File: src/dcg_regs.vh
`ifndef DCG_REGS_VH
`define DCG_REGS_VH
// command codes
`define DCG_CMD_RD_REV     8'h00
`define DCG_CMD_WR_CNTR    8'h01
`define DCG_CMD_RD_STAT    8'h02
`define DCG_CMD_RD_CNTR    8'h03
`define DCG_CMD_WR_CTL     8'h04
`define DCG_CMD_RD_CTL     8'h05
`define DCG_CMD_WR_PC      8'h06
`define DCG_CMD_RD_PC      8'h07
`define DCG_CMD_WR_REG     8'h08
`define DCG_CMD_RD_REG     8'h09
`define DCG_CMD_WR_PMEM    8'h0A
`define DCG_CMD_RD_PMEM    8'h0B
`define DCG_CMD_WR_DMEM    8'h0C
`define DCG_CMD_RD_DMEM    8'h0D
`define DCG_CMD_RD_CRC     8'h0E
`define DCG_CMD_RSVD       8'h0F
`define DCG_CMD_STEP       8'h10
`define DCG_CMD_STUFF      8'h11
`define DCG_CMD_EXEC       8'h12
// revision byte returned by the read revision command; value is arbitrary
`define DCG_REV_VALUE      8'h01
// control register field
`define DCG_CTL_MODE_BIT   7
`define DCG_CTL_RESET      8'h00
// protected register page and flash control
`define DCG_PAGE_HI        4'hF
`define DCG_PAGE_MID       4'hF
`define DCG_FCTL_ADDR      12'hFF8
`define DCG_FCTL_MASS      8'h63
`define DCG_REFUSED_BYTE   8'hFF
// serial framing
`define DCG_DATA_BITS      8
`define DCG_BIT_CYCLES     16'h0032
`endif

File: src/dcg_gate.v
`timescale 1ns/1ps
`include "dcg_regs.vh"
module dcg_gate #(
   parameter BIT_CYCLES = `DCG_BIT_CYCLES
) (
   // clock and reset
   input  wire        clk_sys,
   input  wire        resetn,
   // debug serial pin, open drain
   input  wire        debug_serial_pin_in,
   output reg         debug_serial_pin_out,
   output reg         debug_serial_pin_oe,
   // option and device state
   input  wire        read_protect_option,
   input  wire [7:0]  status_value,
   input  wire [7:0]  regfile_rdata,
   // register file side
   output reg  [11:0] regfile_addr,
   output reg  [7:0]  regfile_wdata,
   output reg         regfile_we,
   // dispatch
   output reg  [7:0]  exec_cmd,
   output reg         exec_strobe,
   output reg         debug_mode_bit
);
   // ---------------------------------------------------------------
   // state codes
   // ---------------------------------------------------------------
   localparam S_CMD   = 3'd0; // wait command byte
   localparam S_ADRH  = 3'd1; // register address high
   localparam S_ADRL  = 3'd2; // register address low
   localparam S_SIZE  = 3'd3; // byte count
   localparam S_WDATA = 3'd4; // write data bytes
   localparam S_RDATA = 3'd5; // read data bytes out
   localparam S_CTL   = 3'd6; // control byte
   localparam S_TX    = 3'd7; // advance address after each data byte
   // ---------------------------------------------------------------
   // decode helpers
   // ---------------------------------------------------------------
   // commands that run outside debug mode
   function allowed_idle;
      input [7:0] c;
      begin
         allowed_idle = (c == `DCG_CMD_RD_REV) || (c == `DCG_CMD_RD_STAT) ||
                        (c == `DCG_CMD_WR_CTL) || (c == `DCG_CMD_RD_CTL);
      end
   endfunction
   // commands blocked by the protect option
   function blocked_rp;
      input [7:0] c;
      begin
         blocked_rp = (c == `DCG_CMD_WR_PC)   || (c == `DCG_CMD_RD_PC)   ||
                      (c == `DCG_CMD_WR_PMEM) || (c == `DCG_CMD_RD_PMEM) ||
                      (c == `DCG_CMD_WR_DMEM) || (c == `DCG_CMD_RD_DMEM) ||
                      (c == `DCG_CMD_STEP)    || (c == `DCG_CMD_STUFF)   ||
                      (c == `DCG_CMD_EXEC);
      end
   endfunction
   // upper page test, used for both reads and writes
   // the whole peripheral page counts, every address from F00 to FFF
   function in_page;
      input [11:0] a;
      begin
         in_page = (a[11:8] == `DCG_PAGE_HI);
      end
   endfunction
   // ---------------------------------------------------------------
   // serial framer
   // ---------------------------------------------------------------
   wire [7:0] rx_data;   // received byte
   wire       rx_valid;  // one cycle per byte
   wire       tx_busy;   // frame in flight
   wire       line_oe;   // framer drives low
   reg  [7:0] tx_data;   // byte to send
   reg        tx_start;  // send pulse
   dcg_serial #(.BIT_CYCLES(BIT_CYCLES)) u_ser (
      .clk_sys  (clk_sys),
      .resetn   (resetn),
      .line_in  (debug_serial_pin_in),
      .line_oe  (line_oe),
      .rx_data  (rx_data),
      .rx_valid (rx_valid),
      .tx_data  (tx_data),
      .tx_start (tx_start),
      .tx_busy  (tx_busy)
   );
   // ---------------------------------------------------------------
   // command engine
   // ---------------------------------------------------------------
   reg [2:0]  state;     // engine state
   reg [7:0]  cmd;       // latched command
   reg [8:0]  count;     // bytes left, 256 when size is zero
   reg        wait_tx;   // reply in flight, hold off next byte
   reg [7:0]  ctl;       // control register image
   wire       refuse_rd; // read refused by mode or protection
   assign refuse_rd = !debug_mode_bit || (read_protect_option && !in_page(regfile_addr));
   // main sequencer; pin out fixed low, only enable toggles
   always @(posedge clk_sys) begin
      tx_start    <= 1'b0;
      regfile_we  <= 1'b0;
      exec_strobe <= 1'b0;
      debug_serial_pin_out <= 1'b0;
      debug_serial_pin_oe  <= line_oe;
      if (!resetn) begin
         state <= S_CMD;
         cmd <= 8'h00;
         count <= 9'h000;
         wait_tx <= 1'b0;
         ctl <= `DCG_CTL_RESET;
         debug_mode_bit <= 1'b0;
         tx_data <= 8'h00;
         regfile_addr <= 12'h000;
         regfile_wdata <= 8'h00;
         exec_cmd <= 8'h00;
         debug_serial_pin_oe <= 1'b0;
      end else if (wait_tx) begin
         // wait for framer to pick up and finish the reply
         if (!tx_start && !tx_busy)
            wait_tx <= 1'b0;
      end else begin
         case (state)
            S_CMD: if (rx_valid) begin
               cmd <= rx_data;
               if (!debug_mode_bit && !allowed_idle(rx_data)) begin
                  // register commands still consume their bytes
                  if (rx_data == `DCG_CMD_WR_REG || rx_data == `DCG_CMD_RD_REG)
                     state <= S_ADRH;
                  // others refused outright
               end else if (read_protect_option && blocked_rp(rx_data)) begin
                  state <= S_CMD; // disabled
               end else begin
                  case (rx_data)
                     `DCG_CMD_RD_REV: begin
                        tx_data <= `DCG_REV_VALUE; tx_start <= 1'b1; wait_tx <= 1'b1;
                     end
                     `DCG_CMD_RD_STAT: begin
                        tx_data <= status_value; tx_start <= 1'b1; wait_tx <= 1'b1;
                     end
                     `DCG_CMD_RD_CTL: begin
                        // mode bit shown live: under protection a written
                        // zero is not taken, so the image alone would lie
                        tx_data <= {debug_mode_bit, ctl[6:0]};
                        tx_start <= 1'b1;
                        wait_tx <= 1'b1;
                     end
                     `DCG_CMD_WR_CTL: state <= S_CTL;
                     `DCG_CMD_WR_REG, `DCG_CMD_RD_REG: state <= S_ADRH;
                     `DCG_CMD_RSVD: state <= S_CMD; // silent
                     default: begin
                        if (rx_data <= `DCG_CMD_EXEC) begin
                           exec_cmd <= rx_data; // handed on
                           exec_strobe <= 1'b1;
                        end
                        // codes above the table are no-ops
                     end
                  endcase
               end
            end
            S_CTL: if (rx_valid) begin
               ctl <= rx_data;
               // under protection the mode bit is sticky until reset
               if (read_protect_option)
                  debug_mode_bit <= debug_mode_bit | rx_data[`DCG_CTL_MODE_BIT];
               else
                  debug_mode_bit <= rx_data[`DCG_CTL_MODE_BIT];
               state <= S_CMD;
            end
            S_ADRH: if (rx_valid) begin
               regfile_addr[11:8] <= rx_data[3:0];
               state <= S_ADRL;
            end
            S_ADRL: if (rx_valid) begin
               regfile_addr[7:0] <= rx_data;
               state <= S_SIZE;
            end
            S_SIZE: if (rx_valid) begin
               count <= (rx_data == 8'h00) ? 9'h100 : {1'b0, rx_data};
               state <= (cmd == `DCG_CMD_RD_REG) ? S_RDATA : S_WDATA;
            end
            S_WDATA: if (rx_valid) begin
               regfile_wdata <= rx_data;
               // outside debug, or under protection off page or bad flash value: drop
               if (debug_mode_bit && (!read_protect_option ||
                   (in_page(regfile_addr) && (regfile_addr != `DCG_FCTL_ADDR ||
                    rx_data == `DCG_FCTL_MASS))))
                  regfile_we <= 1'b1;
               count <= count - 9'h001;
               state <= S_TX;
            end
            S_RDATA: begin
               // refused reads still send the full count as all ones
               tx_data <= refuse_rd ? `DCG_REFUSED_BYTE : regfile_rdata;
               tx_start <= 1'b1;
               wait_tx <= 1'b1;
               count <= count - 9'h001;
               state <= S_TX;
            end
            S_TX: begin
               // advance address after each data byte
               regfile_addr <= regfile_addr + 12'h001;
               if (count == 9'h000)
                  state <= S_CMD;
               else
                  state <= (cmd == `DCG_CMD_RD_REG) ? S_RDATA : S_WDATA;
            end
            default: state <= S_CMD;
         endcase
      end
   end
endmodule

File: src/dcg_serial.v
`timescale 1ns/1ps
`include "dcg_regs.vh"
// ---------------------------------------------------------------
// byte framer: start, eight data bits lsb first, stop
// ---------------------------------------------------------------
module dcg_serial #(
   parameter BIT_CYCLES = 16'd50
) (
   // clock and reset
   input  wire       clk_sys,
   input  wire       resetn,
   // line
   input  wire       line_in,
   output reg        line_oe,
   // receive side
   output reg  [7:0] rx_data,
   output reg        rx_valid,
   // transmit side
   input  wire [7:0] tx_data,
   input  wire       tx_start,
   output reg        tx_busy
);
   reg [15:0] rx_cnt;   // cycles left in current rx bit
   reg [3:0]  rx_bit;   // rx bit index, 0 idle
   reg [7:0]  rx_sh;    // rx shift register
   reg [15:0] tx_cnt;   // cycles left in current tx bit
   reg [3:0]  tx_bit;   // tx bit index
   reg [9:0]  tx_sh;    // frame: stop, data, start
   // bit time cut to the counter width on purpose
   localparam [15:0] BIT_LEN   = BIT_CYCLES[15:0];
   // start is seen one edge late, so the first wait is one short of 1.5 bits
   localparam [15:0] FIRST_MID = BIT_LEN + (BIT_LEN >> 1) - 16'h0001;
   // receiver; samples mid-bit, start found on falling line
   // held off while our own frame is out: the pin enable lags the framer by
   // one cycle, so the line can still be low after line_oe has dropped
   always @(posedge clk_sys) begin
      rx_valid <= 1'b0;
      if (!resetn) begin
         rx_cnt <= 16'h0000;
         rx_bit <= 4'h0;
         rx_sh  <= 8'h00;
         rx_data <= 8'h00;
      end else if (rx_bit == 4'h0) begin
         if (!line_in && !tx_busy) begin
            rx_bit <= 4'h1;
            rx_cnt <= FIRST_MID; // middle of d0
         end
      end else if (rx_cnt != 16'h0000) begin
         rx_cnt <= rx_cnt - 16'h0001;
      end else if (rx_bit == 4'h9) begin
         // stop bit: a low stop is a framing fault, byte dropped
         rx_bit <= 4'h0;
         if (line_in) begin
            rx_data  <= rx_sh;
            rx_valid <= 1'b1;
         end
      end else begin
         rx_sh  <= {line_in, rx_sh[7:1]}; // lsb first
         rx_bit <= rx_bit + 4'h1;
         rx_cnt <= BIT_LEN - 16'h0001;
      end
   end
   // transmitter; open drain, so only lows are driven
   always @(posedge clk_sys) begin
      if (!resetn) begin
         tx_cnt  <= 16'h0000;
         tx_bit  <= 4'h0;
         tx_sh   <= 10'h3FF;
         tx_busy <= 1'b0;
         line_oe <= 1'b0;
      end else if (!tx_busy) begin
         if (tx_start) begin
            tx_sh   <= {1'b1, tx_data, 1'b0};
            tx_busy <= 1'b1;
            tx_bit  <= 4'h0;
            tx_cnt  <= BIT_LEN - 16'h0001;
            line_oe <= 1'b1;
         end
      end else if (tx_cnt != 16'h0000) begin
         tx_cnt <= tx_cnt - 16'h0001;
      end else if (tx_bit == 4'h9) begin
         tx_busy <= 1'b0;
         line_oe <= 1'b0;
      end else begin
         tx_bit  <= tx_bit + 4'h1;
         tx_cnt  <= BIT_LEN - 16'h0001;
         line_oe <= ~tx_sh[tx_bit + 4'h1];
      end
   end
endmodule

File: config.mk
export PLATFORM = sky130hd
export DESIGN_NAME = dcg_gate
export DESIGN_NICKNAME = d
export VERILOG_FILES = /design/src/dcg_gate.v /design/src/dcg_serial.v
export VERILOG_INCLUDE_DIRS = /design/src
export SDC_FILE = /design/constraint.sdc
export NUM_CORES = 1
export LEC_CHECK = 0
export ABC_AREA = 1
export BUFFER_PORTS_ARGS = -buffer_cell sky130_fd_sc_hd__buf_2
export CAP_MARGIN = 20
export CELL_PAD_IN_SITES_DETAIL_PLACEMENT = 0
export CELL_PAD_IN_SITES_GLOBAL_PLACEMENT = 1
export CORE_ASPECT_RATIO = 0.7
export CORE_MARGIN = 4
export CORE_UTILIZATION = 40
export CTS_CLUSTER_SIZE = 30
export DETAILED_ROUTE_END_ITERATION = 8
export PLACE_DENSITY = 0.77
export SLEW_MARGIN = 20
export SYNTH_ARGS = -nofsm -noshare
export SYNTH_HDL_FRONTEND = slang
export SYNTH_SLANG_ARGS = --single-unit
File: constraint.sdc
create_clock -name clk_sys -period 2.9 [get_ports clk_sys]
set_clock_uncertainty 0.1 [all_clocks]
set_input_delay 0.58 -clock clk_sys [delete_from_list [all_inputs] [get_ports clk_sys]]
set_output_delay 0.58 -clock clk_sys [all_outputs]
set_load 0.02 [all_outputs]
==> results of run 1 <==
logic make-up after synthesis:
logic type                 synth area share (%)
DFF                                       38.62
and+or+nand+nor                           30.20
AOI/OAI and AO/OA                         18.32
adders and majority gates                 2.114
xor gates and xnor gates                  2.713
other                                   0.05280
buffers and inverters                     7.981
metal layers:
metal,wire length [µm],share of wire (%),vias to the layer above
li1,-,-,3479
met2,7877,41,165
met1,10210,53,3062
met3,1070,5.5,12
met5,0,0,-
met4,158,0.82,0
final cells by class:
type / instances / area share, %
multi-input combinational: 736 / 46.40
sequential: 137 / 33.56
clock buffer: 21 / 5.511
inverter: 109 / 5.037
timing repair buffer: 64 / 4.470
tap: 231 / 3.536
clock inverter: 11 / 1.485
power by group through the flow:
stage               clock network, mW  registers, mW  logic (mW)
global placement                    0           2.04       0.608
global route                     2.26           2.01       0.689
CTS                              2.17           2.00       0.605
detailed placement                  0           2.04       0.601
finish                           2.14           2.00       0.611
floorplan                           0           2.02       0.474
how the worst max path moves through the flow:
stage          depth (start not counted)  slack [ns]                             to
3_5_place_dp                          10        0.68  u_ser.tx_cnt[13]$_SDFFE_PN0P_
5_1_grt                               10        0.40  u_ser.tx_cnt[13]$_SDFFE_PN0P_
2_1_floorplan                          9        1.17   u_ser.rx_cnt[7]$_SDFFE_PN0P_
4_1_cts                               10        0.67  u_ser.tx_cnt[13]$_SDFFE_PN0P_
3_3_place_gp                          10        0.73   u_ser.tx_cnt[7]$_SDFFE_PN0P_
6_report                              10        0.67  u_ser.tx_cnt[13]$_SDFFE_PN0P_
cells in the mapped netlist, drive strengths merged (15+ instances only):
library cell,instances,area (µm²)
nand4,24,156.4
nor2,139,653.1
inv,108,407.9
clkbuf,20,76.32
nand2,213,838.3
xor2,17,148.9
dfxtp,137,2743
a21oi,109,549.3
o21ai,102,521.8
nor3,15,91.34
nand3,54,305.3
worst reg2reg max path: cells and delay by family (launching register included):
family	cells	cell delay, ns
AND/OR/NAND/NOR	6	0.90
flip-flops	1	0.55
buffers and inverters	2	0.28
adder cells (fa/ha/maj)	1	0.22
AO/OA/AOI/OAI	1	0.13
metrics by stage:
| step | instances | hold slack [ns] | power, mW | utilization (%) | cell area (µm²) |
|---|---|---|---|---|---|
| after global placement | 1277 | 0.3165 | 2.646 | 44.02 | 7601 |
| after floorplan | 1014 | 0.3071 | 2.498 | - | 7102 |
| after global routing | 1309 | 0.3529 | 4.958 | 47.33 | 8173 |
| after detailed placement | 1277 | 0.3223 | 2.640 | 44.02 | 7601 |
| final | 1309 | 0.3257 | 4.747 | 47.33 | 8173 |
| after CTS | 1309 | 0.3310 | 4.778 | 47.33 | 8173 |
flip-flops by register name, indices dropped and copies added (netlist names), 3 cells and up:
register	cells
count	9
u_ser.rx_sh	8
regfile_wdata	8
cmd	8
u_ser.rx_bit	4
u_ser.tx_bit	4
state	3
tx_data	8
u_ser.rx_data	8
u_ser.tx_sh	9
u_ser.tx_cnt	16
exec_cmd	8
ctl	7
regfile_addr	12
u_ser.rx_cnt	16
==> metrics.md, run 1 <==
| Metric | Value |
|---|---|
| CP Buf/Inv Count | `2` |
| Clk pin slew, worst setup/hold paths | `~0.06 ns` |
| Cell Chain, Critical Path | `ha_1, nand2_1, nor2_1, inv_1, nor2_1, nand4_1, nand2_1, buf_4, nand2_1, a21oi_1` |
| Status | `complete, no violations` |
| Die width | `167.3 µm` |
| RSZ-0062 raised after global routing | `false` |
| Number of synthesized flops with an enable pin | `0` |
| Peak VDD IR | `0.2962 mV` |
| Critical Path RT | `3.15 ns` |
| Post-cts gate resize count | `0` |
| CTS tree | `built` |
| Hold path cells | `2` |
| R2R depth | `10` |
| I/O Buffers | `51` |
| Sw Pwr | `between 1 and 1.5 mW` |
| Met2 Resource Use GR | `roughly 28%` |
| Post-DR wirelength/cell | `14.76 µm` |
| Fin. Hold Viols | `0` |
| First-pass GRT wire length | `32,010 µm` |
| Fmax achieved | `448.2 MHz` |
| First-iteration detailed-routing DRC count | `587` |
| Reg2Reg Setup Slack | `0.67 ns` |
| Hold Path Class | `flip-flop to flip-flop` |
| Filler cells | `around 1,800` |
| Syn Inst Count | `1,014` |
| Setup Buffers After CTS | `0` |
| CTS Buf Count | `17` |
| Final Max Slew Viols | `0` |
| Iteration count of the initial detailed-routing pass | `5` |
| Root Buffer Master | `clkbuf_16` |
| Critical path class | `flip-flop to flip-flop` |
| Gr usage total | `19.54%` |
| CP most frequent cell | `nand2_1` |
| Sink Count | `around 140` |
| DP HPWL | `13,880 µm` |
| Sum Neg Setup Slack | `0 ns` |
| Critical path arrival | `roughly 2.5 ns` |
| Flops & latches, synth | `roughly 140` |
| Total congestion overflow | `0` |
| Die Span Y | `119.5 µm` |
| Gpl congestion | `a little over 0.8` |
| Commonest non-fill, non-tap cell in the layout | `nand2_1` |
| Nets@finish | `1,097` |
| Switching share of power | `27.76%` |
| Reg-to-Reg Start | `u_ser.tx_bit[0]$_SDFFE_PN0P_` |
| Worst hold endpoint | `debug_serial_pin_oe$_SDFF_PN0_` |
| Cts hold-fix bufs | `0` |
| FF+latch area | `2743 µm²` |
| Synth Flop Type | `dfxtp_1` |
| Pre-CTS setup slack | `0.6788 ns` |
| Met3 usage | `4.579%` |
| Largest net degree at the start of global routing | `48` |
| Worst-path fanout max | `13` |
| Combinational share of power | `12.9%` |
| CP endpoint kind | `flip-flop` |
| CP max stage cell | `dfxtp_1` |
| GRT busiest layer | `met1` |
| Initial core utilization | `a little over 40%` |
| Peak per-stage delay on the critical path | `~0.55 ns` |
| Part of the power in registers | `42.1%` |
| Final cycle utilization of the critical path | `76.93%` |
| Clk buf depth | `2` |
| Synth-to-Final Area Change | `15.08%` |
| Worst-Skew Late Latency | `about 0.42 ns` |
| Sequential area share after synthesis | `between 30% and 40%` |
| Setup violations, final | `0` |
| Pwr per Cell Area | `580.8 nW/µm²` |
| Post-route ant nets | `0` |
| HP Start | `u_ser.line_oe$_SDFFE_PN0P_` |
| Routed vias/inst | `5.132` |
| Post-Syn Area | `roughly 7100 µm²` |
| GR met1 Demand/Resource | `29.89%` |
| IO Pins | `between 50 and 60` |
| Initial antenna violation count | `0` |
| Commonest non-fill, non-tap cells in the layout | `nand2_1 (205), dfxtp_1 (137), nor2_1 (119)` |
| Power share of the clock group | `45.0%` |
| Layout cells sized above 1 | `between 10% and 20%` |
| Crit start category | `flip-flop` |
| Yosys warning count | `0` |
| Mean Syn Cell Area | `approximately 7.0 µm²` |
| Multi-input logic area | `about 3800 µm²` |
| Die ar. | `19,980 µm²` |
| Vias in the first global route | `just over 6,000` |
| Async SR Flop Fraction | `0%` |
| Crit path launch | `u_ser.tx_bit[0]$_SDFFE_PN0P_` |
| Least-Margin Pin Slew | `0.5161 ns` |
| Routed via count | `around 6,700` |
| Max-cap viol count | `0` |
| Distinct cells, synth | `51` |
| CTS H-Tree Depth | `4` |
| R2r endpoint | `u_ser.tx_cnt[13]$_SDFFE_PN0P_` |
| Core ar. | `17,270 µm²` |
| WL final | `just under 20,000 µm` |
| Final Critical Period | `2.231 ns` |
| Synth Net Count | `about 1,000` |
| Rows | `40` |
| Leakage | `roughly 3.6 nW` |
| Final Worst Setup Slack | `approximately 0.67 ns` |
| Ant diodes | `0` |
| Slew headroom | `about two thirds` |
| Detailed-route DRC error count | `0` |
| Cell Int Power | `3.429 mW` |
| CP delay by family, top | `simple AND/OR/NAND/NOR gates` |
(Power assumes the default switching activity.)
==> inputs of run 2 (changes only) <==
==> constraint.sdc (replaced) <==
create_clock -name clk_sys -period 2.3 [get_ports clk_sys]
set_clock_uncertainty 0.1 [all_clocks]
set_input_delay 0.46 -clock clk_sys [delete_from_list [all_inputs] [get_ports clk_sys]]
set_output_delay 0.46 -clock clk_sys [all_outputs]
set_load 0.02 [all_outputs]
==> run 2 against run 1 <==
Compared with the run above:
- wire length grew 0.66%
- via count shrank 0.40%
- die area is the same
- non-clock buffer count grew 14
==> metrics.md, run 2 (synthesis results as in run 1) <==
| Metric | Value |
|---|---|
| Iteration count of the initial detailed-routing pass | `6` |
| Routed via count | `about 6,700` |
| Post-route ant nets | `0` |
| Sw Pwr | `1.660 mW` |
| Detailed-route DRC error count | `0` |
| RSZ-0062 raised after global routing | `false` |
| Critical path class | `flip-flop to flip-flop` |
| CTS Buf Count | `17` |
| Multi-input logic area | `between 3000 and 4000 µm²` |
| Post-DR wirelength/cell | `14.72 µm` |
| Status | `complete, no violations` |
| Peak per-stage delay on the critical path | `between 0.5 and 0.6 ns` |
| Power share of the clock group | `~45%` |
| FF+latch area | `2743 µm²` |
| Fin. Hold Viols | `0` |
| Critical Path RT | `2.51 ns` |
| Initial antenna violation count | `0` |
| Pwr per Cell Area | `723.8 nW/µm²` |
| Final cycle utilization of the critical path | `89.13%` |
| Total congestion overflow | `0` |
| Pre-CTS setup slack | `0.2800 ns` |
| Root Buffer Master | `clkbuf_16` |
| Crit start category | `flip-flop` |
| CP Buf/Inv Count | `3` |
| Max-cap viol count | `0` |
| CP delay by family, top | `simple AND/OR/NAND/NOR gates` |
| Least-Margin Pin Slew | `0.7361 ns` |
| Core ar. | `17,270 µm²` |
| Nets@finish | `1,111` |
| Tot Pwr | `approximately 6.0 mW` |
| Die Span Y | `119.5 µm` |
| Sink Count | `137` |
| Top Registers | `u_ser.rx_cnt: 16 flops, u_ser.tx_cnt: 16 flops, regfile_addr: 12 flops` |
| CTS tree | `built` |
| Hold Path Class | `input port to flip-flop` |
| I/O Buffers | `51` |
| CP endpoint kind | `flip-flop` |
| Gr usage total | `20.21%` |
| Clk buf depth | `2` |
| Post-route cell area | `8284 µm²` |
| CP max stage cell | `dfxtp_1` |
| Synth-to-Final Area Change | `16.65%` |
| Largest net degree at the start of global routing | `48` |
| Commonest non-fill, non-tap cell in the layout | `nand2_1` |
| Sum Neg Setup Slack | `0 ns` |
| Critical path arrival | `approximately 2.3 ns` |
| # placed instances | `~1,300` |
| Clk pin slew, worst setup/hold paths | `0.06 ns` |
| Setup Buffers After CTS | `0` |
| First-iteration detailed-routing DRC count | `approximately 520` |
| Rows | `40` |
| DP HPWL | `14,460 µm` |
| IO Pins | `53` |
| First-pass GRT wire length | `32,910 µm` |
| Switching share of power | `27.69%` |
| Post-cts gate resize count | `0` |
| Final Max Slew Viols | `0` |
| CTS H-Tree Depth | `4` |
| Placed cell areas | `7719 µm²` |
| Routed vias/inst | `5.065` |
| Combinational share of power | `between 10% and 20%` |
| Vias in the first global route | `between 6,000 and 7,000` |
| WL final | `19,450 µm` |
| Gpl congestion | `0.8658` |
| Final Critical Period | `roughly 2.0 ns` |
| Die ar. | `19,980 µm²` |
| Slew headroom | `50.74%` |
| Commonest non-fill, non-tap cells in the layout | `nand2_1 (205), dfxtp_1 (137), nor2_1 (119)` |
| Die width | `167.3 µm` |
| Leakage | `3.662 nW` |
| Final non-filler cell total | `between 1,000 and 1,500` |
| Cell Int Power | `between 4 and 5 mW` |
| Initial core utilization | `41.13%` |
| Worst-Skew Late Latency | `~0.42 ns` |
| Part of the power in registers | `42.1%` |
| Cell Chain, Critical Path | `inv_2, nor2_4, nand2_4, nor2_8, inv_4, a31oi_4, inv_2, nor2_1, nor2_1` |
| Peak VDD IR | `0.4560 mV` |
| Final Worst Setup Slack | `approximately 0.25 ns` |
| Ant diodes | `0` |
| Worst-path fanout max | `13` |
| Layout cells sized above 1 | `15.78%` |
| Fmax achieved | `487.8 MHz` |
| Setup violations, final | `0` |
| Cts hold-fix bufs | `0` |
| Filler cells | `1,776` |
run 2: worst paths after layout:
path                                       from                              to  slack, ns  cells after the start
setup / recovery  u_ser.rx_data[2]$_SDFFE_PN0P_         tx_data[1]$_SDFFE_PN0P_       0.25                      9
hold / removal                 regfile_rdata[6]         tx_data[6]$_SDFFE_PN0P_       0.27                      3
setup reg to reg  u_ser.rx_data[2]$_SDFFE_PN0P_         tx_data[1]$_SDFFE_PN0P_       0.25                      9
hold reg to reg      u_ser.line_oe$_SDFFE_PN0P_  debug_serial_pin_oe$_SDFF_PN0_       0.34                      2
run 2: through the flow:
stage	util, %	hold WS (ns)
finish	47.98	0.2709
CTS	47.98	0.2525
global placement	44.70	0.3163
floorplan	-	0.3071
global route	47.98	0.2639
detailed placement	44.70	0.3334
run 2: tightest hold or removal path, delay by kind of cell:
kind	cells	cell delay [ns]
buf+inv	1	0.08
compound gates	2	0.20
run 2: layout make-up:
class | count | share of cell area [%]
clock buffers | 18 | 5.301
clock inverters | 12 | 1.525
inverters | 109 | 4.969
multi-input cells | 736 | 45.78
flip-flops and latches | 137 | 33.11
well taps | 231 | 3.489
repair buffers | 78 | 5.830
run 2: per-layer routing:
metal  track usage [%]  part of all wire, %  vias to the layer above  routed length (µm)
met5                 0                    0                        -                   0
met4             4.410                 0.79                        0                 153
met3             4.579                  5.7                       14                1103
met2             28.24                   40                      161                7688
met1             31.33                   54                     3022               10500
li1                  -                    -                     3494                   -
run 2: power groups by stage:
stage                     clock, mW  sequential [mW]  combinational [mW]
final                          2.67             2.52               0.806
after floorplan                   0             2.55               0.597
after detailed placement          0             2.57               0.799
after global placement            0             2.57               0.806
after CTS                      2.71             2.52               0.801
after global routing           2.82             2.53               0.921
